## config.mk

```make
export PLATFORM = sky130hd
export DESIGN_NAME = kws_key_wakeup
export DESIGN_NICKNAME = d
export VERILOG_FILES = /design/src/hw/kws_key_wakeup.v /design/src/hw/kws_pin_sync.v
export VERILOG_INCLUDE_DIRS = /design/src /design/src/hw
export SDC_FILE = /design/constraint.sdc
export NUM_CORES = 1
export LEC_CHECK = 0
export BUFFER_PORTS_ARGS = -buffer_cell sky130_fd_sc_hd__buf_2
export CORE_UTILIZATION = 45
export DETAILED_ROUTE_END_ITERATION = 16
export PLACE_DENSITY = 0.74
export SYNTH_ARGS = -nofsm -noshare
export SYNTH_HDL_FRONTEND = slang
export SYNTH_SLANG_ARGS = --single-unit
```

## constraint.sdc

```tcl
create_clock -name ref_clk -period 2 [get_ports ref_clk]
set_clock_uncertainty 0.15 [all_clocks]
set_input_delay 0.2 -clock ref_clk [delete_from_list [all_inputs] [get_ports ref_clk]]
set_output_delay 0.2 -clock ref_clk [all_outputs]
set_load 0.05 [all_outputs]
```

## src/hw/kws_defs.vh

```
`ifndef KWS_DEFS_VH
`define KWS_DEFS_VH

// Register indices; the byte address is four times the index
`define KWS_IDX_CTRL 8'h30
`define KWS_IDX_ENABLE 8'h31
`define KWS_IDX_STATUS 8'h32
`define KWS_ADDR_WIDTH 12

// Key wake enable field
`define KWS_EN_MSB 7
`define KWS_EN_LSB 4
`define KWS_EN_RESET 4'h0

// Control register fields
`define KWS_CTRL_RELEASE_METHOD_SELECT_BIT 0
`define KWS_CTRL_HALT_BIT 1
`define KWS_CTRL_RESET 1'b0

// Status register fields
`define KWS_ST_HALTED_BIT 0
`define KWS_ST_WARMUP_BIT 1
`define KWS_ST_KEY_CAUSE_BIT 2
`define KWS_ST_PIN_CAUSE_BIT 3
`define KWS_ST_KEYS_LSB 4
`define KWS_ST_RELPIN_BIT 8

// Timing
`define KWS_CLK_MHZ 40
`define KWS_CLK_PER_INSTR 4
`define KWS_IGNORE_INSTR 3
`define KWS_IGNORE_CYC (`KWS_IGNORE_INSTR * `KWS_CLK_PER_INSTR)
`define KWS_WARMUP_US 2
`define KWS_WARMUP_CYC (`KWS_WARMUP_US * `KWS_CLK_MHZ)
`define KWS_CNT_WIDTH 16

`endif

```

## src/hw/kws_key_wakeup.v

```verilog
`timescale 1ns/1ps
`include "kws_defs.vh"

// Function
// - Wake enable bits 7 to 4 of the key wake enable register gate each key pin independently, 1 enables.
// - After reset the four wake enable bits are zero and the low four bits carry nothing.
// - A rising or falling edge on any enabled key pin releases the device from halt.
// - The release signal is the OR of the dedicated release pin and the combined key edges.
// - The dedicated pin releases on a high level in level mode and a rising edge in edge mode, keys inhibited.
// - Key pin wakeup works only in level release mode.
// - Any release during the first three instruction cycles after halt entry is ignored.
// - After release the oscillator warm-up completes before execution resumes.
module kws_key_wakeup
#(
  parameter WARMUP_CYC = `KWS_WARMUP_CYC
)
(
  ref_clk,
  resetn,
  psel,
  penable,
  pwrite,
  paddr,
  pwdata,
  prdata,
  pready,
  pslverr,
  halt_req,
  release_pin,
  key_wake_pin_a,
  key_wake_pin_b,
  key_wake_pin_c,
  key_wake_pin_d,
  halt_release,
  osc_enable,
  core_run
);
  input wire ref_clk;
  input wire resetn;
  input wire psel;
  input wire penable;
  input wire pwrite;
  input wire [`KWS_ADDR_WIDTH-1:0] paddr;
  input wire [31:0] pwdata;
  output reg [31:0] prdata;
  output wire pready;
  output wire pslverr;
  input wire halt_req;
  input wire release_pin;
  input wire key_wake_pin_a;
  input wire key_wake_pin_b;
  input wire key_wake_pin_c;
  input wire key_wake_pin_d;
  output wire halt_release;
  output reg osc_enable;
  output reg core_run;

  localparam ST_RUN = 2'b00;
  localparam ST_IGNORE = 2'b01;
  localparam ST_HALT = 2'b10;
  localparam ST_WARM = 2'b11;

  localparam integer IGNORE_LAST_I = `KWS_IGNORE_CYC - 1;
  localparam integer WARM_LAST_I = WARMUP_CYC - 1;
  // Cut to the counter width on purpose; both counts fit with room to spare
  localparam [`KWS_CNT_WIDTH-1:0] IGNORE_LAST = IGNORE_LAST_I[`KWS_CNT_WIDTH-1:0];
  localparam [`KWS_CNT_WIDTH-1:0] WARM_LAST = WARM_LAST_I[`KWS_CNT_WIDTH-1:0];

  function hit;
    input [`KWS_ADDR_WIDTH-1:0] addr;
    input [7:0] idx;
    begin
      hit = (addr == {idx, 2'b00});
    end
  endfunction

  reg [3:0] wake_en_q;
  reg release_method_select_q;
  reg [1:0] state_q;
  reg [1:0] state_d;
  reg [`KWS_CNT_WIDTH-1:0] cnt_q;
  reg [`KWS_CNT_WIDTH-1:0] cnt_d;
  reg key_cause_q;
  reg pin_cause_q;
  reg sw_halt_q;
  reg [31:0] ctrl_word;
  reg [31:0] status_word;
  reg [31:0] rd_data_d;

  wire [4:0] lvl;
  wire [4:0] rise;
  wire [4:0] fall;
  wire [3:0] key_edge;
  wire key_release;
  wire pin_release;
  wire acc;
  wire map_hit;
  wire wr;
  wire wr_enable;
  wire wr_ctrl;
  wire rd_setup;
  wire halt_entry;
  wire release_seen;

  // Pins come from outside the clock domain; edge detection runs on synced levels
  kws_pin_sync u_sync
  (
    .ref_clk(ref_clk),
    .resetn(resetn),
    .pins({release_pin, key_wake_pin_d, key_wake_pin_c, key_wake_pin_b, key_wake_pin_a}),
    .level(lvl),
    .rise(rise),
    .fall(fall)
  );

  // Both edges count; each pin gated by its own enable
  assign key_edge = (rise[3:0] | fall[3:0]) & wake_en_q;
  // Keys are inhibited in edge release mode
  assign key_release = release_method_select_q & (|key_edge);
  assign pin_release = release_method_select_q ? lvl[4] : rise[4];
  assign halt_release = pin_release | key_release;

  assign acc = psel & penable;
  assign map_hit = hit(paddr, `KWS_IDX_CTRL) | hit(paddr, `KWS_IDX_ENABLE) | hit(paddr, `KWS_IDX_STATUS);
  assign wr = acc & pwrite;
  assign pready = 1'b1;
  assign pslverr = acc & ~map_hit;

  assign wr_enable = wr & hit(paddr, `KWS_IDX_ENABLE);
  assign wr_ctrl = wr & hit(paddr, `KWS_IDX_CTRL);
  // Read data is captured in setup so it stands through the access phase
  assign rd_setup = psel & ~penable & ~pwrite;
  assign halt_entry = (state_q == ST_RUN) & (state_d == ST_IGNORE);
  assign release_seen = (state_q == ST_HALT) & halt_release;

  always @(posedge ref_clk or negedge resetn)
  begin
    if (!resetn)
    begin
      wake_en_q <= `KWS_EN_RESET;
    end
    else if (wr_enable)
    begin
      wake_en_q <= pwdata[`KWS_EN_MSB:`KWS_EN_LSB];
    end
  end

  // The halt bit is a one-clock strobe and never reads back
  always @(posedge ref_clk or negedge resetn)
  begin
    if (!resetn)
    begin
      release_method_select_q <= `KWS_CTRL_RESET;
      sw_halt_q <= 1'b0;
    end
    else
    begin
      sw_halt_q <= wr_ctrl & pwdata[`KWS_CTRL_HALT_BIT];
      if (wr_ctrl)
      begin
        release_method_select_q <= pwdata[`KWS_CTRL_RELEASE_METHOD_SELECT_BIT];
      end
    end
  end

  always @*
  begin
    ctrl_word = 32'h00000000;
    ctrl_word[`KWS_CTRL_RELEASE_METHOD_SELECT_BIT] = release_method_select_q;
  end

  // Key and pin levels are the synced copies, two clocks behind the pins
  always @*
  begin
    status_word = 32'h00000000;
    status_word[`KWS_ST_HALTED_BIT] = ~osc_enable;
    status_word[`KWS_ST_WARMUP_BIT] = (state_q == ST_WARM);
    status_word[`KWS_ST_KEY_CAUSE_BIT] = key_cause_q;
    status_word[`KWS_ST_PIN_CAUSE_BIT] = pin_cause_q;
    status_word[`KWS_ST_KEYS_LSB+3:`KWS_ST_KEYS_LSB] = lvl[3:0];
    status_word[`KWS_ST_RELPIN_BIT] = lvl[4];
  end

  // Enable register is write-only and reads zero, like any unmapped offset
  always @*
  begin
    rd_data_d = 32'h00000000;
    if (hit(paddr, `KWS_IDX_CTRL))
    begin
      rd_data_d = ctrl_word;
    end
    else if (hit(paddr, `KWS_IDX_STATUS))
    begin
      rd_data_d = status_word;
    end
  end

  always @(posedge ref_clk or negedge resetn)
  begin
    if (!resetn)
    begin
      prdata <= 32'h00000000;
    end
    else if (rd_setup)
    begin
      prdata <= rd_data_d;
    end
  end

  always @*
  begin
    state_d = state_q;
    cnt_d = cnt_q;
    case (state_q)
      ST_RUN:
      begin
        if (halt_req || sw_halt_q)
        begin
          state_d = ST_IGNORE;
          cnt_d = {`KWS_CNT_WIDTH{1'b0}};
        end
      end
      ST_IGNORE:
      begin
        // Release is not looked at during this window
        if (cnt_q == IGNORE_LAST)
        begin
          state_d = ST_HALT;
        end
        else
        begin
          cnt_d = cnt_q + 1'b1;
        end
      end
      ST_HALT:
      begin
        if (halt_release)
        begin
          state_d = ST_WARM;
          cnt_d = {`KWS_CNT_WIDTH{1'b0}};
        end
      end
      ST_WARM:
      begin
        if (cnt_q == WARM_LAST)
        begin
          state_d = ST_RUN;
        end
        else
        begin
          cnt_d = cnt_q + 1'b1;
        end
      end
      default:
      begin
        state_d = ST_RUN;
      end
    endcase
  end

  always @(posedge ref_clk or negedge resetn)
  begin
    if (!resetn)
    begin
      state_q <= ST_RUN;
      cnt_q <= {`KWS_CNT_WIDTH{1'b0}};
    end
    else
    begin
      state_q <= state_d;
      cnt_q <= cnt_d;
    end
  end

  // Oscillator stops in halt; core resumes only after warm-up
  always @(posedge ref_clk or negedge resetn)
  begin
    if (!resetn)
    begin
      osc_enable <= 1'b1;
      core_run <= 1'b1;
    end
    else
    begin
      osc_enable <= (state_d != ST_HALT);
      core_run <= (state_d == ST_RUN);
    end
  end

  // Causes clear on halt entry so a read after wake shows only the last release
  always @(posedge ref_clk or negedge resetn)
  begin
    if (!resetn)
    begin
      key_cause_q <= 1'b0;
      pin_cause_q <= 1'b0;
    end
    else if (halt_entry)
    begin
      key_cause_q <= 1'b0;
      pin_cause_q <= 1'b0;
    end
    else if (release_seen)
    begin
      key_cause_q <= key_release;
      pin_cause_q <= pin_release;
    end
  end
endmodule // kws_key_wakeup

```

## src/hw/kws_pin_sync.v

```verilog
`timescale 1ns/1ps
`include "kws_defs.vh"

module kws_pin_sync
(
  ref_clk,
  resetn,
  pins,
  level,
  rise,
  fall
);
  input wire ref_clk;
  input wire resetn;
  input wire [4:0] pins;
  output wire [4:0] level;
  output wire [4:0] rise;
  output wire [4:0] fall;

  reg [4:0] meta_q;
  reg [4:0] sync_q;
  reg [4:0] prev_q;

  // The first stage feeds only the second one
  always @(posedge ref_clk or negedge resetn)
  begin
    if (!resetn)
    begin
      meta_q <= 5'h00;
      sync_q <= 5'h00;
      prev_q <= 5'h00;
    end
    else
    begin
      meta_q <= pins;
      sync_q <= meta_q;
      prev_q <= sync_q;
    end
  end

  assign level = sync_q;
  assign rise = sync_q & ~prev_q;
  assign fall = ~sync_q & prev_q;
endmodule // kws_pin_sync

```

==> results of run 1 <==
-- synth_stat cells, types with 4 or more instances --
cell	count
dfrtp_1	50
mux2_2	5
xnor2_1	8
nor2_1	6
o21ai_0	5
nand4_1	4
a21o_1	5
nand3_1	12
inv_1	10
nor4_1	4
a22o_1	21
nand2_1	11
xor2_1	8
buf_4	24
o31ai_1	4
nor3_1	4
-- worst min path at each step --
stage,endpoint,slack [ns]
3_5_place_dp,u_sync.meta_q[1],0.16
3_3_place_gp,u_sync.meta_q[3],0.16
4_1_cts,prdata[0],0.12
2_1_floorplan,cnt_q[0],-0.25
6_report,prdata[0],0.12
5_1_grt,sw_halt_q,0.12
-- per-layer routing --
metal	up-vias	share of wire [%]	global-route usage (%)
li1	852	-	-
met1	842	45	24.0
met2	56	48	28.1
met3	6	5.4	3.84
met4	0	1.4	5.76
met5	-	0	0
-- cell type report --
| cell class | count | share of cell area [%] |
|---|---|---|
| timing repair buffer | 72 | 16.3 |
| sequential | 52 | 43.7 |
| tap | 70 | 2.94 |
| inverter | 10 | 1.26 |
| multi-input combinational | 142 | 32.5 |
| clock buffer | 5 | 2.31 |
| clock inverter | 3 | 0.965 |
-- registers in the layout (all words and copies together) (netlist names) --
name                     cells
u_sync.prev_q                5
cnt_q                       16
wake_en_q                    4
u_sync.meta_q                5
core_run                     1
key_cause_q                  1
u_sync.level                 5
prdata                       9
release_method_select_q      1
pin_cause_q                  1
state_q                      2
osc_enable                   1
sw_halt_q                    1
-- kinds of logic after synthesis --
family,after synthesis,synth area share [%]
adder cells (fa/ha/maj),1,0.511
multiplexers,6,2.76
flip-flops,52,53.2
AND/OR/NAND/NOR,52,12.8
buffers and inverters,41,10.7
XOR/XNOR,16,5.72
other,2,0.307
AO/OA/AOI/OAI,43,14.0
-- worst min-delay path, delay by kind of cell --
kind / cells / cell delay, ns
buffers and inverters: 1 / 0.13
AND/OR/NAND/NOR: 1 / 0.14
AO/OA/AOI/OAI: 1 / 0.07
-- power by group --
part	internal, mW	switching [mW]	leakage, nW
clock network	0.265	0.371	0.0511
logic	0.359	0.442	0.778
registers	1.17	0.121	0.664
-- through the flow --
| step | total power [mW] | instances | hold WS [ns] |
|---|---|---|---|
| after floorplan | 1.88 | 235 | -0.246 |
| after global placement | 2.07 | 333 | 0.159 |
| after detailed placement | 2.10 | 333 | 0.159 |
| after CTS | 2.75 | 354 | 0.118 |
| after global routing | 2.92 | 354 | 0.123 |
| final | 2.73 | 354 | 0.121 |
-- what timing repair did --
item | CTS | global route
endpoints found under the setup margin | 1 | 1
gates resized for setup | 2 | 2
hold buffers | 13 | 0
hold endpoints to repair | 62 | 0
setup buffers | 0 | 0
pin swaps | 0 | 0
==> metrics.md, run 1 <==
| Metric | Value |
|---|---|
| Initial core utilization | `47.4%` |
| Area leader, netlist | `dfrtp_1` |
| HP Start | `paddr[2]` |
| Die height | `75.8 um` |
| Worst setup startpoint | `u_sync.level[1]` |
| Number of buffers added on ports | `41` |
| Top-area cell type share of the netlist area | `51.1%` |
| Max-slew violation count | `0` |
| Ant. Diodes | `0` |
| Critical path type | `reg2out` |
| Final instance area | `2980 um^2` |
| HP Class | `in2reg` |
| CP arrival | `1.57 ns` |
| Worst R2R Start | `cnt_q[0]` |
| Core Box Area | `5170 um^2` |
| Worst R2R Setup Slack | `0.16 ns` |
| Longest Clk Path Bufs | `2` |
| Setup Viol. Count Final | `0` |
| Syn avg cell area | `11.5 um^2` |
| Multi-input gate area | `970 um^2` |
| Worst-path maximum fanout | `3` |
| Die Area | `5740 um^2` |
| Largest net degree at the start of global routing | `53` |
| Worst Path Required | `1.65 ns` |
| Max stage delay on crit path | `0.41 ns` |
| Crit path to | `halt_release` |
| Worst Path Buf+Inv | `1` |
| # nets final | `339` |
| Slew headroom | `58.1%` |
| Mapped Cells | `213` |
| Fin crit period | `1.92 ns` |
| 1st-iter DRT viols | `103` |
| Vias per cell | `4.96` |
| Wire per inst | `12.4 um` |
| Setup TNS Final | `0 ns` |
| Gr ovfl total | `0` |
| Fill count | `433` |
| H-tree depth | `2` |
| Max-cap violation count | `0` |
| CTS Buf Count | `5` |
| I/O pin count | `92` |
| Most frequent cells in the layout | `dfrtp_1 (50), buf_2 (40), conb_1 (24), a22o_1 (21), buf_4 (18)` |
| Area after DPL | `2750 um^2` |
| Gpl congestion | `0.758` |
| Most common cell after layout, fill and taps aside | `dfrtp_1` |
| WP depth | `5` |
| Synth Cell Area | `2450 um^2` |
| DR pass1 iterations | `6` |
| Top delay family on crit path | `compound AO/OA/AOI/OAI gates` |
| Routed Antenna Nets | `0` |
| Initial antenna violation count | `0` |
| Outcome | `finished clean` |
| Reg2reg end | `cnt_q[0]` |
| Synthesized flop and latch total | `52` |
| Via count | `1756` |
| Pwr Density | `915 nW/um^2` |
| Clk Latency, worst-skew pair | `0.30 ns` |
| Fin crit share | `96.2%` |
| Clk sinks | `52` |
| Reg clk slew, reported paths | `0.10 ns` |
| CTS Root Cell | `clkbuf_8` |
| DP Worst Slack | `0.102 ns` |
| CTS tree | `built` |
| Synth cell types | `40` |
| Final Hold Viols | `0` |
| # DRC | `0` |
| Fmax achieved | `520 MHz` |
| Register area | `1300 um^2` |
| Unrepaired setup endpoints after global routing | `false` |
| Vias in the first global route | `1629` |
| LEAKAGE | `1.49 nW` |
| Final Core Density | `57.6%` |
| Ys async rst share | `100%` |
| CP max stage cell | `dfrtp_1` |
| Yosys warning count | `0` |
| Top_reg_cell synth | `dfrtp_1` |
| Crit path cell chain | `xor2_1, a22o_1, o21ai_2, nand2_1, buf_4` |
| Register area share after synthesis | `53.2%` |
| Synth-to-Final Area Change | `21.7%` |
| Hold depth | `3` |
| Placed wire-length estimate | `3120 um` |
| Startpoint types | `flop` |
| Slew at the pin with the worst max-slew slack | `0.629 ns` |
| First-pass GRT wire length | `7510 um` |
| Final worst-path setup slack | `0.0755 ns` |
| Site Rows | `26` |
| DIE WIDTH | `75.8 um` |
| Peak supply drop | `0.000462 V` |
| Crit end category | `output port` |
| Post-synth EDFFs | `0` |
| GRT Overall Usage | `17.6%` |
| Area contributors post-synth | `dfrtp_1 (51%), a22o_1 (7.5%), buf_4 (7.4%)` |
| WL final | `4400 um` |
| Worst Reg-to-Reg Cells | `7` |
| Layout cells sized above 1 | `28.9%` |
Note: power is estimated with default switching activity, not from simulation.
==> run 2, diff against run 1 <==
--- a/config.mk
+++ b/config.mk
@@ -7,9 +7,9 @@
 export NUM_CORES = 1
 export LEC_CHECK = 0
 export BUFFER_PORTS_ARGS = -buffer_cell sky130_fd_sc_hd__buf_2
-export CORE_UTILIZATION = 45
+export CORE_UTILIZATION = 44
 export DETAILED_ROUTE_END_ITERATION = 16
-export PLACE_DENSITY = 0.74
+export PLACE_DENSITY = 0.76
 export SYNTH_ARGS = -nofsm -noshare
 export SYNTH_HDL_FRONTEND = slang
 export SYNTH_SLANG_ARGS = --single-unit
==> constraint.sdc (replaced) <==
create_clock -name ref_clk -period 1.6 [get_ports ref_clk]
set_clock_uncertainty 0.15 [all_clocks]
set_input_delay 0.16 -clock ref_clk [delete_from_list [all_inputs] [get_ports ref_clk]]
set_output_delay 0.16 -clock ref_clk [all_outputs]
set_load 0.05 [all_outputs]
==> metrics.md, run 2 (synthesis results as in run 1) <==
| Metric | Value |
|---|---|
| Outcome | `complete, but fails checks` |
| Failing checks | `setup timing` |
| Gr ovfl total | `0` |
| Max-slew violation count | `0` |
| CP arrival | `1.62 ns` |
| Final Core Density | `65.2%` |
| LEAKAGE | `1.72 nW` |
| Inst Count DP | `361` |
| Sw Pwr | `1.35 mW` |
| Ant. Diodes | `0` |
| Site Rows | `26` |
| Layout cells sized above 1 | `40.8%` |
| Max reg flops | `16` |
| Fmax achieved | `519 MHz` |
| Die Area | `5870 um^2` |
| Peak supply drop | `0.000643 V` |
| Clock Power Share | `21.1%` |
| # nets final | `374` |
| Vias in the first global route | `1907` |
| Sequential Power Share | `41.9%` |
| # DRC | `0` |
| I/O pin count | `92` |
| Initial antenna violation count | `0` |
| Most frequent cells in the layout | `dfrtp_1 (49), buf_4 (49), buf_2 (39), conb_1 (24), a22o_1 (21)` |
| H-tree depth | `2` |
| Switching Share | `35.3%` |
| Via count | `1931` |
| Clk Latency, worst-skew pair | `0.32 ns` |
| Longest Clk Path Bufs | `2` |
| Max stage delay on crit path | `0.41 ns` |
| Worst R2R Start | `state_q[1]` |
| CP max stage cell | `dfrtp_1` |
| Unrepaired setup endpoints after global routing | `true` |
| Reg clk slew, reported paths | `0.10 ns` |
| Pwr Density | `1120 nW/um^2` |
| Number of buffers added on ports | `41` |
| CTS Root Cell | `clkbuf_8` |
| Initial core utilization | `46.8%` |
| Gate power share | `37.0%` |
| Worst-path maximum fanout | `2` |
| Die height | `76.6 um` |
| Fin crit period | `1.93 ns` |
| Top delay family on crit path | `flip-flops` |
| Setup Viol. Count Final | `22` |
| HP Class | `in2reg` |
| Max-cap violation count | `0` |
| DR pass1 iterations | `4` |
| Slew headroom | `65.9%` |
| WL final | `5700 um` |
| DIE WIDTH | `76.6 um` |
| Largest net degree at the start of global routing | `19` |
| WP depth | `6` |
| Gpl congestion | `0.865` |
| GRT Overall Usage | `20.9%` |
| Crit path cell chain | `xor2_1, a22o_1, o21ai_2, buf_4, nand2_4, buf_8` |
| Worst setup startpoint | `u_sync.level[3]` |
| Worst Reg-to-Reg Cells | `6` |
| 1st-iter DRT viols | `103` |
| CTS tree | `built` |
| HP Start | `halt_req` |
| Hold depth | `3` |
| Routed Antenna Nets | `0` |
| Worst Path Buf+Inv | `2` |
| Finished Layout Cells | `389` |
| Placed wire-length estimate | `3730 um` |
| Final worst-path setup slack | `-0.327 ns` |
| Fin crit share | `120%` |
| Worst R2R Setup Slack | `-0.27 ns` |
| Worst Path Required | `1.29 ns` |
| Crit end category | `output port` |
| Startpoint types | `flop` |
| Slew at the pin with the worst max-slew slack | `0.511 ns` |
| Internal | `2.48 mW` |
| Synth-to-Final Area Change | `39.3%` |
| First-pass GRT wire length | `9460 um` |
| Critical path type | `reg2out` |
| Worst Hold Path EP | `core_run` |
| CTS Buf Count | `5` |
| Clk sinks | `52` |
| Reg2reg end | `cnt_q[1]` |
| Vias per cell | `4.96` |
| Final Hold Viols | `0` |
| Registers with the most flip-flops | `cnt_q: 16 flops, prdata: 9 flops` |
| Wire per inst | `14.7 um` |
| Core Box Area | `5240 um^2` |
| Biggest register | `cnt_q` |
-- run 2: metrics by stage --
stage / worst slack, ns / power (mW) / TNS [ns] / hold slack, ns / area [um^2]
after detailed placement: -0.252 / 2.81 / -4.82 / -0.00815 / 3000
after global routing: -0.399 / 4.03 / -6.57 / 0.0215 / 3410
after CTS: -0.318 / 3.76 / -4.92 / -0.0124 / 3330
final: -0.327 / 3.83 / -5.12 / 0.00843 / 3410
after global placement: -0.199 / 2.76 / -4.07 / 0.00122 / 3000
after floorplan: -0.128 / 2.39 / -1.62 / -0.286 / 2550
-- run 2: timing repair --
| item | in CTS | in global routing |
|---|---|---|
| setup endpoints to repair | 22 | 24 |
| pin swaps | 6 | 10 |
| cloned | 1 | 0 |
| setup buffers | 3 | 4 |
| resized for setup | 15 | 10 |
| hold buffers | 12 | 0 |
| endpoints found under the hold margin | 63 | 0 |
-- run 2: layer usage --
layer  part of all wire [%]  global-route usage, %  up-vias
met5                      0                      0        -
met4                    2.6                   9.04        0
met3                    4.2                   3.95       13
met2                     50                   35.3       69
met1                     43                   26.1      922
li1                       -                      -      927
-- run 2: worst reg2reg max path, cell delays in order (launching register included) --
cell and delay [ns]:
dfrtp_2 0.45, or3_1 0.39, a21o_1 0.20, o21ai_2 0.16
a41o_4 0.19, buf_12 0.13, a22o_1 0.14
-- run 2: power groups by stage --
stage / logic, mW / clock network, mW / registers [mW]
floorplan: 0.754 / 0 / 1.64
global placement: 1.17 / 0 / 1.60
detailed placement: 1.20 / 0 / 1.61
CTS: 1.34 / 0.833 / 1.59
global route: 1.53 / 0.876 / 1.62
finish: 1.42 / 0.806 / 1.60
-- run 2: how the worst max path moves through the flow --
stage | endpoint | slack [ns]
2_1_floorplan | cnt_q[0] | -0.13
3_3_place_gp | cnt_q[1] | -0.20
3_5_place_dp | cnt_q[0] | -0.25
4_1_cts | halt_release | -0.32
5_1_grt | halt_release | -0.40
6_report | halt_release | -0.33
-- run 2: area by class of cell --
cell class	instances	area (um^2)
clock inverters	3	26.3
fillers	379	1820
multi-input cells	142	1070
repair buffers	107	817
flip-flops and latches	52	1310
clock buffers	5	68.8
inverters	10	37.5
well taps	70	87.6
==> run 3, diff against run 2 <==
--- a/config.mk
+++ b/config.mk
@@ -7,9 +7,10 @@
 export NUM_CORES = 1
 export LEC_CHECK = 0
 export BUFFER_PORTS_ARGS = -buffer_cell sky130_fd_sc_hd__buf_2
-export CORE_UTILIZATION = 44
+export CORE_UTILIZATION = 45
 export DETAILED_ROUTE_END_ITERATION = 16
-export PLACE_DENSITY = 0.76
+export PLACE_DENSITY = 0.74
+export SETUP_SLACK_MARGIN = 0.15
 export SYNTH_ARGS = -nofsm -noshare
 export SYNTH_HDL_FRONTEND = slang
 export SYNTH_SLANG_ARGS = --single-unit
==> constraint.sdc (replaced) <==
create_clock -name ref_clk -period 2.2 [get_ports ref_clk]
set_clock_uncertainty 0.15 [all_clocks]
set_input_delay 0.22 -clock ref_clk [delete_from_list [all_inputs] [get_ports ref_clk]]
set_output_delay 0.22 -clock ref_clk [all_outputs]
set_load 0.05 [all_outputs]
==> metrics.md, run 3 (synthesis results as in run 1) <==
| Metric | Value |
|---|---|
| I/O pin count | `92` |
| Unrepaired setup endpoints after global routing | `true` |
| HP Class | `in2reg` |
| Wire per inst | `13.4 um` |
| Routed Antenna Nets | `0` |
| 1st-iter DRT viols | `90` |
| Reg clk slew, reported paths | `0.10 ns` |
| Fmax achieved | `504 MHz` |
| Max-slew violation count | `0` |
| GRT Overall Usage | `17.9%` |
| Setup TNS Final | `0 ns` |
| First-pass GRT wire length | `7570 um` |
| Peak supply drop | `0.000337 V` |
| # nets final | `325` |
| CTS tree | `built` |
| Fin crit share | `90.2%` |
| Synth-to-Final Area Change | `16.7%` |
| Number of buffers added on ports | `41` |
| Max-cap violation count | `0` |
| Biggest register | `cnt_q` |
| LEAKAGE | `1.41 nW` |
| Vias in the first global route | `1631` |
| Most frequent cells in the layout | `dfrtp_1 (50), buf_2 (41), conb_1 (24), a22o_1 (21), nand3_1 (12)` |
| Most common cell after layout, fill and taps aside | `dfrtp_1` |
| Vias per cell | `5.09` |
| Via count | `1729` |
| Core Box Area | `5170 um^2` |
| # DRC | `0` |
| H-tree depth | `2` |
| Crit end category | `output port` |
| Registers with the most flip-flops | `cnt_q: 16 flops, prdata: 9 flops` |
| Critical path type | `reg2out` |
| CTS Buf Count | `5` |
| Setup Viol. Count Final | `0` |
| Longest Clk Path Bufs | `2` |
| Initial core utilization | `47.4%` |
| CTS Root Cell | `clkbuf_8` |
| Outcome | `finished clean` |
| Worst Path Required | `1.83 ns` |
| DR pass1 iterations | `5` |
| Ant. Diodes | `0` |
| Startpoint types | `flop` |
| Clk Latency, worst-skew pair | `0.31 ns` |
| Placed wire-length estimate | `3180 um` |
| Clk sinks | `52` |
| Fin crit period | `1.98 ns` |
| Worst-path maximum fanout | `3` |
| Final Hold Viols | `0` |
| Max reg flops | `16` |
| Initial antenna violation count | `0` |
| Largest net degree at the start of global routing | `23` |
| CP arrival | `1.61 ns` |
| Layout cells sized above 1 | `25.9%` |
| Die Area | `5740 um^2` |
| Final Core Density | `55.3%` |
| Gr ovfl total | `0` |
| Gpl congestion | `0.746` |
| Worst R2R Setup Slack | `0.31 ns` |
| Pwr Density | `830 nW/um^2` |
| WL final | `4560 um` |
| Die height | `75.8 um` |
| DIE WIDTH | `75.8 um` |
| Site Rows | `26` |
==> run 3: per-layer routing <==
metal  up-vias  part of all wire [%]  global-route usage, %
met5         -                     0                      0
met4         0                   1.7                   5.76
met3         8                   5.0                   4.37
met2        60                    48                   30.5
met1       840                    45                   22.3
li1        821                     -                      -
==> run 3: worst paths after layout <==
| kind | endpoint | cells past startpoint | startpoint |
|---|---|---|---|
| setup / recovery | halt_release | 5 | u_sync.level[3] |
| hold / removal | wake_en_q[3] | 2 | pwdata[7] |
| setup reg to reg | cnt_q[12] | 6 | cnt_q[1] |
| hold reg to reg | u_sync.level[0] | 0 | u_sync.meta_q[0] |
| max in group asynchronous | core_run | 3 | resetn |
| min in group asynchronous | wake_en_q[2] | 2 | resetn |
==> run 3: final cells by class <==
type	instances	area, um^2
inverter	10	37.5
timing repair buffer	58	360
fill	437	2310
sequential	52	1300
clock inverter	3	21.3
multi-input combinational	142	980
clock buffer	5	68.8
tap	70	87.6
==> run 3: what timing repair did <==
| item | 4_1_cts | 5_1_grt |
|---|---|---|
| cloned | 0 | 0 |
| endpoints found under the hold margin | 24 | 0 |
| endpoints found under the setup margin | 2 | 14 |
| setup buffers | 0 | 0 |
| hold buffers | 11 | 0 |
| gates resized for setup | 1 | 2 |
==> run 3: where the power goes <==
| group | total (mW) | leakage (nW) | switching, mW | internal (mW) |
|---|---|---|---|---|
| Sequential | 1.20 | 0.664 | 0.139 | 1.06 |
| Clock | 0.557 | 0.0445 | 0.331 | 0.226 |
| Combinational | 0.613 | 0.706 | 0.365 | 0.248 |
==> run 3: metrics by stage <==
stage / area [um^2] / power [mW] / worst slack (ns) / std cells / hold slack, ns
2_1_floorplan: 2530 / 1.71 / 0.438 / 235 / -0.226
3_5_place_dp: 2650 / 1.81 / 0.178 / 321 / -0.00680
4_1_cts: 2850 / 2.38 / 0.181 / 340 / 0.00337
6_report: 2860 / 2.37 / 0.216 / 340 / 0.00488
3_3_place_gp: 2650 / 1.79 / 0.236 / 321 / -0.00641
5_1_grt: 2860 / 2.50 / 0.146 / 340 / 0.00237
==> run 3: critical path, cell delays in order (launching register included) <==
cell and delay [ns]:
dfrtp_1 0.43, xor2_1 0.16, a22o_1 0.24, o21ai_2 0.18, nand2_1 0.07, buf_2 0.23
